## src/wwr_defs.svh

```systemverilog
// timing and reset constants for the wake/watchdog/reset logic
`ifndef WWR_DEFS_SVH
`define WWR_DEFS_SVH
`define WWR_CLK_NS 100
`define WWR_RESP_NS 2000
`define WWR_RESP_CYC ((`WWR_RESP_NS / `WWR_CLK_NS) < 1 ? 1 : (`WWR_RESP_NS / `WWR_CLK_NS))
`define WWR_PERIOD_UNITS 8
`define WWR_RSTDLY_UNITS 1
`define WWR_ROUSE_UNITS 4
`define WWR_UNIT_DEF 16'h61a8
`define WWR_UNIT_W 16
`define WWR_CNT_W 20
`define WWR_SYNC_RST 3'h0
`endif

```

## src/wwr_pkg.sv

```systemverilog
// types for the wake/watchdog/reset logic
package wwr_pkg;
  typedef enum logic [1:0] {WWR_RESET, WWR_DELAY, WWR_HIGH, WWR_LOW} wwr_state_t;
  typedef struct packed {
    logic rst_n;
    logic wake;
  } wwr_out_t;
endpackage

```

## src/wwr_sync.sv

```systemverilog
// three-stage input synchroniser with agreement filter
`timescale 1ns/1ps
`include "wwr_defs.svh"
module wwr_sync (
  input wire logic clk_in, // clock
  input wire logic rst_n_in, // async reset, active low
  input wire logic d_in, // async input
  output logic q_out // filtered level
);
  logic [2:0] sync;
  // shift chain; stage 0 feeds stage 1 only
  always_ff @(posedge clk_in or negedge rst_n_in) begin
    if (!rst_n_in) begin
      sync <= `WWR_SYNC_RST;
    end else begin
      sync <= {sync[1:0], d_in};
    end
  end
  // change counts once stages two and three agree
  always_ff @(posedge clk_in or negedge rst_n_in) begin
    if (!rst_n_in) begin
      q_out <= 1'b0;
    end else if (sync[1] == sync[2]) begin
      q_out <= sync[2];
    end
  end
endmodule // wwr_sync

```

## src/wwr_top.sv

```systemverilog
// wake square wave, watchdog edge check and reset generator
`timescale 1ns/1ps
`include "wwr_defs.svh"
module wwr_top
  import wwr_pkg::*;
(
  input wire logic REF_CLK_IN, // 10 MHz clock
  input wire logic NRST_IN, // async reset, active low
  input wire logic POWER_GOOD_IN, // output within 6% of nominal
  input wire logic WATCHDOG_INPUT_IN, // watchdog pin from processor
  input wire logic [`WWR_UNIT_W-1:0] UNIT_IN, // time-base unit in cycles
  output logic WAKE_OUT, // rouse square wave
  output logic RESET_N_OUT // reset to processor, active low
);
  logic [1:0] rst_sync;
  logic rst_n;
  logic pg_level;
  logic wd_level;
  logic wd_prev;
  logic wd_fall;
  logic [`WWR_CNT_W-1:0] cnt;
  logic [`WWR_CNT_W-1:0] half;
  logic [`WWR_CNT_W-1:0] rdly;
  logic [`WWR_CNT_W-1:0] wdly;
  logic seen;
  wwr_state_t state;
  wwr_out_t outs;

  ////////////////////////////////////////////////////////////////////////////
  // reset release through two flops
  always_ff @(posedge REF_CLK_IN or negedge NRST_IN) begin
    if (!NRST_IN) begin
      rst_sync <= 2'h0;
    end else begin
      rst_sync <= {rst_sync[0], 1'b1};
    end
  end
  assign rst_n = rst_sync[1];

  // pins come from outside the clock domain
  wwr_sync u_pg (
    .clk_in(REF_CLK_IN),
    .rst_n_in(rst_n),
    .d_in(POWER_GOOD_IN),
    .q_out(pg_level)
  );
  wwr_sync u_wd (
    .clk_in(REF_CLK_IN),
    .rst_n_in(rst_n),
    .d_in(WATCHDOG_INPUT_IN),
    .q_out(wd_level)
  );

  ////////////////////////////////////////////////////////////////////////////
  // falling edge detect on filtered watchdog level
  always_ff @(posedge REF_CLK_IN or negedge rst_n) begin
    if (!rst_n) begin
      wd_prev <= 1'b0;
    end else begin
      wd_prev <= wd_level;
    end
  end
  assign wd_fall = wd_prev && !wd_level;

  assign half = `WWR_CNT_W'(UNIT_IN) * `WWR_CNT_W'(`WWR_PERIOD_UNITS / 2);
  assign rdly = `WWR_CNT_W'(UNIT_IN) * `WWR_CNT_W'(`WWR_RSTDLY_UNITS);
  assign wdly = `WWR_CNT_W'(UNIT_IN) * `WWR_CNT_W'(`WWR_ROUSE_UNITS);

  // phase end test shared by every timed state and by the checks
  function automatic logic reached(input logic [`WWR_CNT_W-1:0] count,
    input logic [`WWR_CNT_W-1:0] limit);
    return (count + 1'b1) >= limit;
  endfunction

  ////////////////////////////////////////////////////////////////////////////
  // main sequencer: reset, release delay, wake high half, wake low half
  always_ff @(posedge REF_CLK_IN or negedge rst_n) begin
    if (!rst_n) begin
      state <= WWR_RESET;
      cnt <= '0;
      seen <= 1'b0;
    end else if (!pg_level) begin
      state <= WWR_RESET;
      cnt <= '0;
      seen <= 1'b0;
    end else begin
      unique case (state)
        WWR_RESET: begin
          if (reached(cnt, rdly)) begin
            state <= WWR_DELAY;
            cnt <= '0;
          end else begin
            cnt <= cnt + 1'b1;
          end
        end
        WWR_DELAY: begin
          if (reached(cnt, wdly)) begin
            state <= WWR_HIGH;
            cnt <= '0;
            seen <= 1'b0;
          end else begin
            cnt <= cnt + 1'b1;
          end
        end
        WWR_HIGH, WWR_LOW: begin
          if (wd_fall) begin
            seen <= 1'b1;
          end
          if (state == WWR_HIGH && reached(cnt, half)) begin
            state <= WWR_LOW;
            cnt <= '0;
          end else if (state == WWR_LOW && reached(cnt, half)) begin
            cnt <= '0;
            if (seen || wd_fall) begin
              state <= WWR_HIGH;
              seen <= 1'b0;
            end else begin
              state <= WWR_RESET;
            end
          end else begin
            cnt <= cnt + 1'b1;
          end
        end
      endcase
    end
  end

  ////////////////////////////////////////////////////////////////////////////
  // registered outputs; a fall this cycle drops wake next edge, well under 2 us
  always_comb begin
    outs.rst_n = (state != WWR_RESET) && pg_level;
    // wake low after edge or in reset
    outs.wake = (state == WWR_HIGH) && !seen && !wd_fall && outs.rst_n;
  end
  always_ff @(posedge REF_CLK_IN or negedge rst_n) begin
    if (!rst_n) begin
      WAKE_OUT <= 1'b0;
      RESET_N_OUT <= 1'b0;
    end else begin
      WAKE_OUT <= outs.wake;
      RESET_N_OUT <= outs.rst_n;
    end
  end

  ////////////////////////////////////////////////////////////////////////////
  // checks
  localparam int RESP = `WWR_RESP_CYC;
  property p_wake_in_reset;
    @(posedge REF_CLK_IN) disable iff (!rst_n) !RESET_N_OUT |-> !WAKE_OUT;
  endproperty
  a_wake_in_reset: assert property (p_wake_in_reset) else $error("wake high in reset");
  property p_wd_response;
    @(posedge REF_CLK_IN) disable iff (!rst_n) $fell(wd_level) |-> ##[1:RESP] !WAKE_OUT;
  endproperty
  a_wd_response: assert property (p_wd_response) else $error("wake slow to drop");
  property p_pg_reset;
    @(posedge REF_CLK_IN) disable iff (!rst_n) !pg_level |=> !RESET_N_OUT;
  endproperty
  a_pg_reset: assert property (p_pg_reset) else $error("reset not held on low supply");
  property p_stay_low;
    @(posedge REF_CLK_IN) disable iff (!rst_n)
      (state == WWR_HIGH && seen) |=> !WAKE_OUT;
  endproperty
  a_stay_low: assert property (p_stay_low) else $error("wake rose again in cycle");
  property p_miss_reset;
    @(posedge REF_CLK_IN) disable iff (!rst_n)
      (state == WWR_LOW && !seen && !wd_fall && reached(cnt, half) && pg_level)
      |=> ##1 !RESET_N_OUT;
  endproperty
  a_miss_reset: assert property (p_miss_reset) else $error("no reset on missed edge");
  property p_release;
    @(posedge REF_CLK_IN) disable iff (!rst_n) $rose(RESET_N_OUT) |-> !WAKE_OUT [*2];
  endproperty
  a_release: assert property (p_release) else $error("wake rose at reset release");
  property p_brownout;
    @(posedge REF_CLK_IN) disable iff (!rst_n) $fell(pg_level) |=> !RESET_N_OUT [*2];
  endproperty
  a_brownout: assert property (p_brownout) else $error("reset not asserted on brownout");
  property p_rise_only_high;
    @(posedge REF_CLK_IN) disable iff (!rst_n) $rose(WAKE_OUT) |-> $past(state == WWR_HIGH);
  endproperty
  a_rise_only_high: assert property (p_rise_only_high) else $error("wake rose off phase");
  c_wake: cover property (@(posedge REF_CLK_IN) disable iff (!rst_n) $rose(WAKE_OUT));
  c_wd: cover property (@(posedge REF_CLK_IN) disable iff (!rst_n) wd_fall && WAKE_OUT);
  c_miss: cover property (@(posedge REF_CLK_IN) disable iff (!rst_n)
    $fell(RESET_N_OUT) && pg_level);
  c_brownout: cover property (@(posedge REF_CLK_IN) disable iff (!rst_n) $fell(pg_level));
  c_release: cover property (@(posedge REF_CLK_IN) disable iff (!rst_n) $rose(RESET_N_OUT));
  // wake held low through release delay
  property p_delay_quiet;
    @(posedge REF_CLK_IN) disable iff (!rst_n) (state == WWR_DELAY) |=> !WAKE_OUT;
  endproperty
  a_delay_quiet: assert property (p_delay_quiet) else $error("wake high in delay");
  property p_release_pg;
    @(posedge REF_CLK_IN) disable iff (!rst_n)
      $rose(RESET_N_OUT) |-> $past(pg_level) && $past(pg_level, 2);
  endproperty
  a_release_pg: assert property (p_release_pg) else $error("reset up on low supply");
  // high run length; a counter, since the phase is far too long to repeat
  logic [`WWR_CNT_W-1:0] high_run;
  always_ff @(posedge REF_CLK_IN or negedge rst_n) begin
    if (!rst_n) begin
      high_run <= '0;
    end else if (WAKE_OUT) begin
      high_run <= high_run + 1'b1;
    end else begin
      high_run <= '0;
    end
  end
  property p_high_run;
    @(posedge REF_CLK_IN) disable iff (!rst_n) WAKE_OUT |-> (high_run < half);
  endproperty
  a_high_run: assert property (p_high_run) else $error("wake high too long");
endmodule // wwr_top

```

## config.mk

```make
export PLATFORM = sky130hd
export DESIGN_NAME = wwr_top
export DESIGN_NICKNAME = d
export VERILOG_FILES = /design/src/wwr_pkg.sv /design/src/wwr_sync.sv /design/src/wwr_top.sv
export VERILOG_INCLUDE_DIRS = /design/src
export SDC_FILE = /design/constraint.sdc
export NUM_CORES = 1
export LEC_CHECK = 0
export ABC_CLOCK_PERIOD_IN_PS = 1810
export BUFFER_PORTS_ARGS = -buffer_cell sky130_fd_sc_hd__clkbuf_2
export CAP_MARGIN = 5
export CORE_ASPECT_RATIO = 0.9
export CORE_MARGIN = 2
export CORE_UTILIZATION = 60
export CTS_BUF_LIST = sky130_fd_sc_hd__clkbuf_16
export DETAILED_ROUTE_END_ITERATION = 10
export PLACE_DENSITY = 0.78
export REMOVE_ABC_BUFFERS = 1
export SETUP_SLACK_MARGIN = 0.2
export SLEW_MARGIN = 20
export SYNTH_ARGS = -nofsm -noshare
export SYNTH_HDL_FRONTEND = slang
export SYNTH_SLANG_ARGS = --single-unit
export TNS_END_PERCENT = 1
```

## constraint.sdc

```tcl
create_clock -name REF_CLK_IN -period 1.81 [get_ports REF_CLK_IN]
set_input_delay 0.0905 -clock REF_CLK_IN [delete_from_list [all_inputs] [get_ports REF_CLK_IN]]
set_output_delay 0.0905 -clock REF_CLK_IN [all_outputs]
set_load 0.005 [all_outputs]
```

Word level (Yosys, flattened, before mapping)
Index checks and enable logic that the tools add are counted.
{ "totals": {"register_bits": 36, "latchBits": 0, "ram_bits": 0, "mem_bits_ro": 0, "input_bits": 20, "elab_cells": 59, "n_memories": 0} }
{ "op_classes": {"add_sub_neg": 1, "n_mul": 0, "div": 0, "n_lt_le_gt_ge": 2, "n_eq_ne": 9, "shift": 0, "mux": 20, "n_bitwise": 0, "n_reduce_logical": 16} }
{ "ops": {"columns": ["cell", "n"], "rows": [
  ["20-bit 2-to-1 mux", 5],
  ["20-bit case mux with 3 select lines", 1],
  ["20-bit by 1-bit adder with 20-bit output, second input constant", 1],
  ["20-bit by 16-bit greater-or-equal comparator with 1-bit output", 1],
  ["20-bit by 18-bit greater-or-equal comparator with 1-bit output", 1],
  ["2-bit 2-to-1 mux", 6],
  ["3-bit inequality test, second input constant", 3],
  ["1-bit logical AND", 7],
  ["1-bit 2-to-1 mux", 6],
  ["2-bit case mux with 3 select lines", 1],
  ["2-bit equality test, second input constant", 2],
  ["4-bit inequality test, second input constant", 1],
  ["1-bit logical NOT", 3],
  ["3-bit AND reduction", 1],
  ["1-bit equality test", 2],
  ["2-bit by 1-bit equality test with 1-bit output, second input constant", 1],
  ["2-bit logical NOT", 1],
  ["1-bit case mux with 2 select lines", 1],
  ["2-bit AND reduction", 1],
  ["2-bit nonzero test", 1],
  ["2-bit OR reduction", 1],
  ["1-bit logical OR", 1]
]} }

Longest topological paths before layout
{ "depth": {"depth_word": 8, "mapped_depth": 16} }

Modules after synthesis
From an unflattened synthesis, not the netlist that was laid out.
{ "unflattened": {"hier_cells": 226, "area_unflattened_um2": 2356.0} }
{ "by_module_without_submodules": {"columns": ["mod", "n_inst", "cells_each", "area_each_um2", "seq_area_each_um2"], "rows": [
  ["wwr_top", 1, 216, 2133.3, 700.7],
  ["wwr_sync", 2, 5, 111.4, 100.1]
]} }

Worst setup path after synthesis
Ideal clock, no wire load.
{ "synth_path": {"path_kind": "register to register", "from": "register cnt[0]", "to": "register state[0]", "arrival_time_ns": 3.245, "required_time_ns": 1.685, "slack_ns": -1.560, "stages_incl_launch_ff": 14, "synth_period_minus_slack_ns": 3.370, "path_cell_list": "dfrtp_1 -> ha_1 -> inv_1 -> or4_4 -> nor2_1 -> xnor2_1 -> inv_1 -> ha_1 -> a211oi_1 -> o211ai_1 -> mux2_2 -> a2111oi_4 -> a21oi_4 -> mux2_4"} }
{ "synth_between": {"elab_chain_cells": 6, "word_cells_on_any_way": 12, "cone_classes": "add/sub: 1; order compare: 2; eq/ne: 3; mux: 3; reduce/logical: 3"} }
{ "synth_rtl": {"columns": ["element", "line_no", "text"], "rows": [
  ["start: declaration", "wwr_top.sv:21", "logic [`WWR_CNT_W-1:0] cnt;"],
  ["start signal: assignment", "wwr_top.sv:93", "cnt <= cnt + 1'b1;"],
  ["start signal: assignment", "wwr_top.sv:102", "cnt <= cnt + 1'b1;"],
  ["start signal: assignment", "wwr_top.sv:121", "cnt <= cnt + 1'b1;"],
  ["20-bit by 1-bit adder with 20-bit output (*)", "wwr_top.sv:72", "return (count + 1'b1) >= limit;"],
  ["20-bit by 18-bit greater-or-equal comparator with 1-bit output", "wwr_top.sv:72", null],
  ["1-bit logical AND", "wwr_top.sv:109", "if (state == WWR_HIGH && reached(cnt, half)) begin"],
  ["2-bit 2-to-1 mux", "wwr_top.sv:109", null],
  ["2-bit case mux with 3 select lines", "wwr_top.sv:87", "unique case (state)"],
  ["2-bit 2-to-1 mux", "wwr_top.sv:82", "end else if (!pg_level) begin"],
  ["end signal: assignment", "wwr_top.sv:83", "state <= WWR_RESET;"],
  ["end signal: assignment", "wwr_top.sv:90", "state <= WWR_DELAY;"],
  ["end signal: assignment", "wwr_top.sv:110", "state <= WWR_LOW;"],
  ["end: declaration", "wwr_top.sv:26", "wwr_state_t state;"]
]} }
Every way passes the cells marked *; elsewhere a longest branch is shown, timed or not.
A chain may end at the register's enable or synchronous reset.

Worst setup path after layout
{ "layout_path": {"from": "register cnt[2]", "to": "register cnt[2]"} }
{ "layout_between": {"elab_chain_cells": 7, "word_cells_on_any_way": 11, "cone_classes": "add/sub: 1; order compare: 2; mux: 6; reduce/logical: 2"} }
{ "layout_rtl": {"columns": ["element", "line_no", "text"], "rows": [
  ["20-bit by 1-bit adder with 20-bit output (*)", null, null],
  ["20-bit by 18-bit greater-or-equal comparator with 1-bit output", "wwr_top.sv:72", null],
  ["1-bit logical AND", "wwr_top.sv:112", "end else if (state == WWR_LOW && reached(cnt, half)) begin"],
  ["20-bit 2-to-1 mux", "wwr_top.sv:112", null],
  ["20-bit 2-to-1 mux", "wwr_top.sv:109", null],
  ["20-bit case mux with 3 select lines (*)", "wwr_top.sv:87", null],
  ["20-bit 2-to-1 mux (*)", "wwr_top.sv:82", null]
]} }
Marks and branches as above.

==> flow_summary.toml <==
[run_status]
status = "finished, violations left"
violations = "negative setup slack"

[synth]
synth_warnings = 0
ys_seq_area_share_pct = 38.5
syn_avg_cell_area_um2 = 9.83
ys_ff_latch = 36
synthArstFlopShare_pct = 100
synth_top_cell_area_share_pct = 38.5
synth.distinct_cells = 45
synth_area_um2 = 2340
ys.flop_type = "dfrtp_1"
synth_commonest_cells = "36 x dfrtp_1, 35 x inv_1, 33 x ha_1"
yosysMostFrequentCell = "dfrtp_1"
synth_area_leaders = "dfrtp_1 39%, ha_1 18%, inv_1 5.6%, nor2_1 4.0%, xnor2_1 3.0%"
synth_enable_flop_cells = 0
yosysTopAreaCell = "dfrtp_1"
synth_cells = 238

[global_routing]
grt_pass1_vias = 2422
grt_max_degree = 35
grt_usage_pct = 37.2
grt_overflow = 0
antenna_found_initial = 0
grt_pass1_wl_mm = 12.3

[detailed_routing]
vias = 2490
wl_per_cell_um = 23.6
drc = 0
viasPerCell = 6.38
first_pass_iters = 6
ant_nets = 0
drtIter0Drc = 404
route.final.wire_length_mm = 9.19

[clock_tree]
clk_path_buf_depth = 2
root_buffer = "clkbuf_16"
clk_latency_ns = 0.29
cts_made_buffers = 5
clock_sinks = 36
htreeDepth = 2
cts.clk_slew.worst_paths_ns = 0.07
cts_tree = "done"

[placement]
gp_congestion = 0.845
dpl.hpwl_mm = 4.15
placed_cells = 367
place_ws_ns = -1.68
portBuffers = 21

[worst_setup_path]
path_cells = "nand4_4 -> or3_4 -> buf_4 -> xor2_2 -> inv_1 -> ha_1 -> nand4_1 -> nor2_1 -> a211oi_2 -> o31ai_4 -> a2111oi_4 -> a21oi_4 -> buf_8 -> nor2_1"
cpMostUsedCell = "nor2_1"
cp-start-kind = "flop"
worstSetupPathType = "reg -> reg"
reg2reg_from = "cnt[2]$_DFF_PN0_"
cp_slowest_cell = "a2111oi_4"
crit_start = "cnt[2]$_DFF_PN0_"
crit_fanout = 18
crit_required_ns = 2.01
arrival_ns = 3.79
slowest_delay_ns = 0.53
r2r_setup_slack_ns = -1.78
crit_path_end_kind = "flop"

[power]
p_leak_nw = 1.86
ir_drop_uv = 792
power-per-cell-area_nw_per_um2 = 621

[floorplan]
fp.dieW_um = 69.8
io_pins = 22
initial_core_util_pct = 62.7
rows = 21
dieArea_um2 = 4410
die_y_um = 63.2
core_area_um2 = 3730

[finish]
syn_to_final_growth_pct = 49.0
layout-drive-gt1-share_pct = 43.3
finalNonFillerCells = 390
nets = 396
antenna_cells = 0

[hold_path]
hold_class = "in -> async"

[timing]
drv_slew = 0
max_freq_ghz = 0.279
period_minus_slack_ns = 3.59
fin_ws_ns = -1.78
final_hold_viol_count = 0
rsz0062_at_grt = "true"
hold_ws_ns = 0.123
setup_violations = 21
min_period_over_period_pct = 198
clock_skew_ns = 0.0154

[run]
drv_cap = 0
[registers in the layout (all words and copies together) (netlist names), 2 cells and up]
signal,count
cnt,20
rst_sync,2
state,2
u_pg.sync,3
u_wd.sync,3
[worst max-delay path, delay by kind of cell, from the launching register on]
kind | cells | cell delay [ns]
flip-flops | 1 | 0.44
XOR/XNOR | 1 | 0.18
AND/OR/NAND/NOR | 5 | 1.09
AO/OA/AOI/OAI | 4 | 1.04
adder cells (fa/ha/maj) | 1 | 0.30
buffers and inverters | 3 | 0.43
[layout make-up]
| class | count | area [um^2] |
|---|---|---|
| Multi-Input combinational cell | 167 | 1540 |
| Sequential cell | 36 | 902 |
| Timing Repair Buffer | 98 | 702 |
| Fill cell | 118 | 248 |
| Inverter | 35 | 131 |
| Clock buffer | 5 | 125 |
| Tap cell | 46 | 57.6 |
| Clock inverter | 3 | 23.8 |
[power by group]
| part | total (mW) | switching [mW] | internal [mW] |
|---|---|---|---|
| registers | 0.875 | 0.0303 | 0.844 |
| logic | 0.387 | 0.208 | 0.179 |
| clock network | 0.902 | 0.389 | 0.513 |
[layout by cell type, fill, tap and decap left out, types with 4 or more instances in the layout]
cell        n
a21oi_1     7
buf_4      72
clkbuf_16   5
clkbuf_2   21
dfrtp_1    35
ha_1       26
ha_4        5
inv_1      30
inv_2       5
nand2_1    12
nand3_1     7
nor2_1     21
nor2b_1     6
o21ai_0     4
xnor2_1     6
xor2_1      4
xor2_2      4
[worst paths after layout]
| path | cells after the start | endpoint |
|---|---|---|
| setup / recovery | 14 | cnt[2]$_DFF_PN0_ |
| hold / removal | 2 | rst_sync[0]$_DFF_PN0_ |
| setup reg to reg | 14 | cnt[2]$_DFF_PN0_ |
| hold reg to reg | 1 | cnt[5]$_DFF_PN0_ |
| max in group asynchronous | 1 | cnt[3]$_DFF_PN0_ |
| min in group REF_CLK_IN | 0 | u_pg.sync[1]$_DFF_PN0_ |
[cells by family (layout without fill, tap and decap cells)]
kind of cell	count (synthesis)	after routing	share of synthesized area, %
buffers and inverters	36	141	5.83
AOI/OAI and AO/OA	35	35	12.1
xor gates and xnor gates	16	16	5.99
adders and majority gates	35	35	18.5
muxes	3	3	1.55
and+or+nand+nor	75	75	17.2
DFF	36	36	38.5
other	2	3	0.321
[stage by stage]
| step | utilization (%) | power (mW) | area (um^2) | setup TNS (ns) |
|---|---|---|---|---|
| 3_5_place_dp | 79.5 | 1.17 | 2970 | -34.14 |
| 3_3_place_gp | 79.5 | 1.16 | 2970 | -30.59 |
| 6_report | 93.4 | 2.16 | 3480 | -35.63 |
| 2_1_floorplan | - | 1.04 | 2340 | -28.18 |
| 4_1_cts | 89.6 | 2.05 | 3340 | -28.70 |
| 5_1_grt | 93.4 | 2.22 | 3480 | -37.79 |
[metal layers]
metal,wire length (um),track usage [%],share of wire [%],vias up
met5,0,0,0,-
li1,-,-,-,1017
met2,4250,64.8,46,233
met3,930,7.04,10,74
met4,714,21.2,7.8,0
met1,3290,42.8,36,1166
[what timing repair did]
action	CTS	global route
gates resized for setup	31	22
pin swaps	16	15
setup endpoints to repair	21	21
setup buffers	6	6
hold buffers	3	0
hold endpoints to repair	4	0
Power figures use the tool's default switching activity.
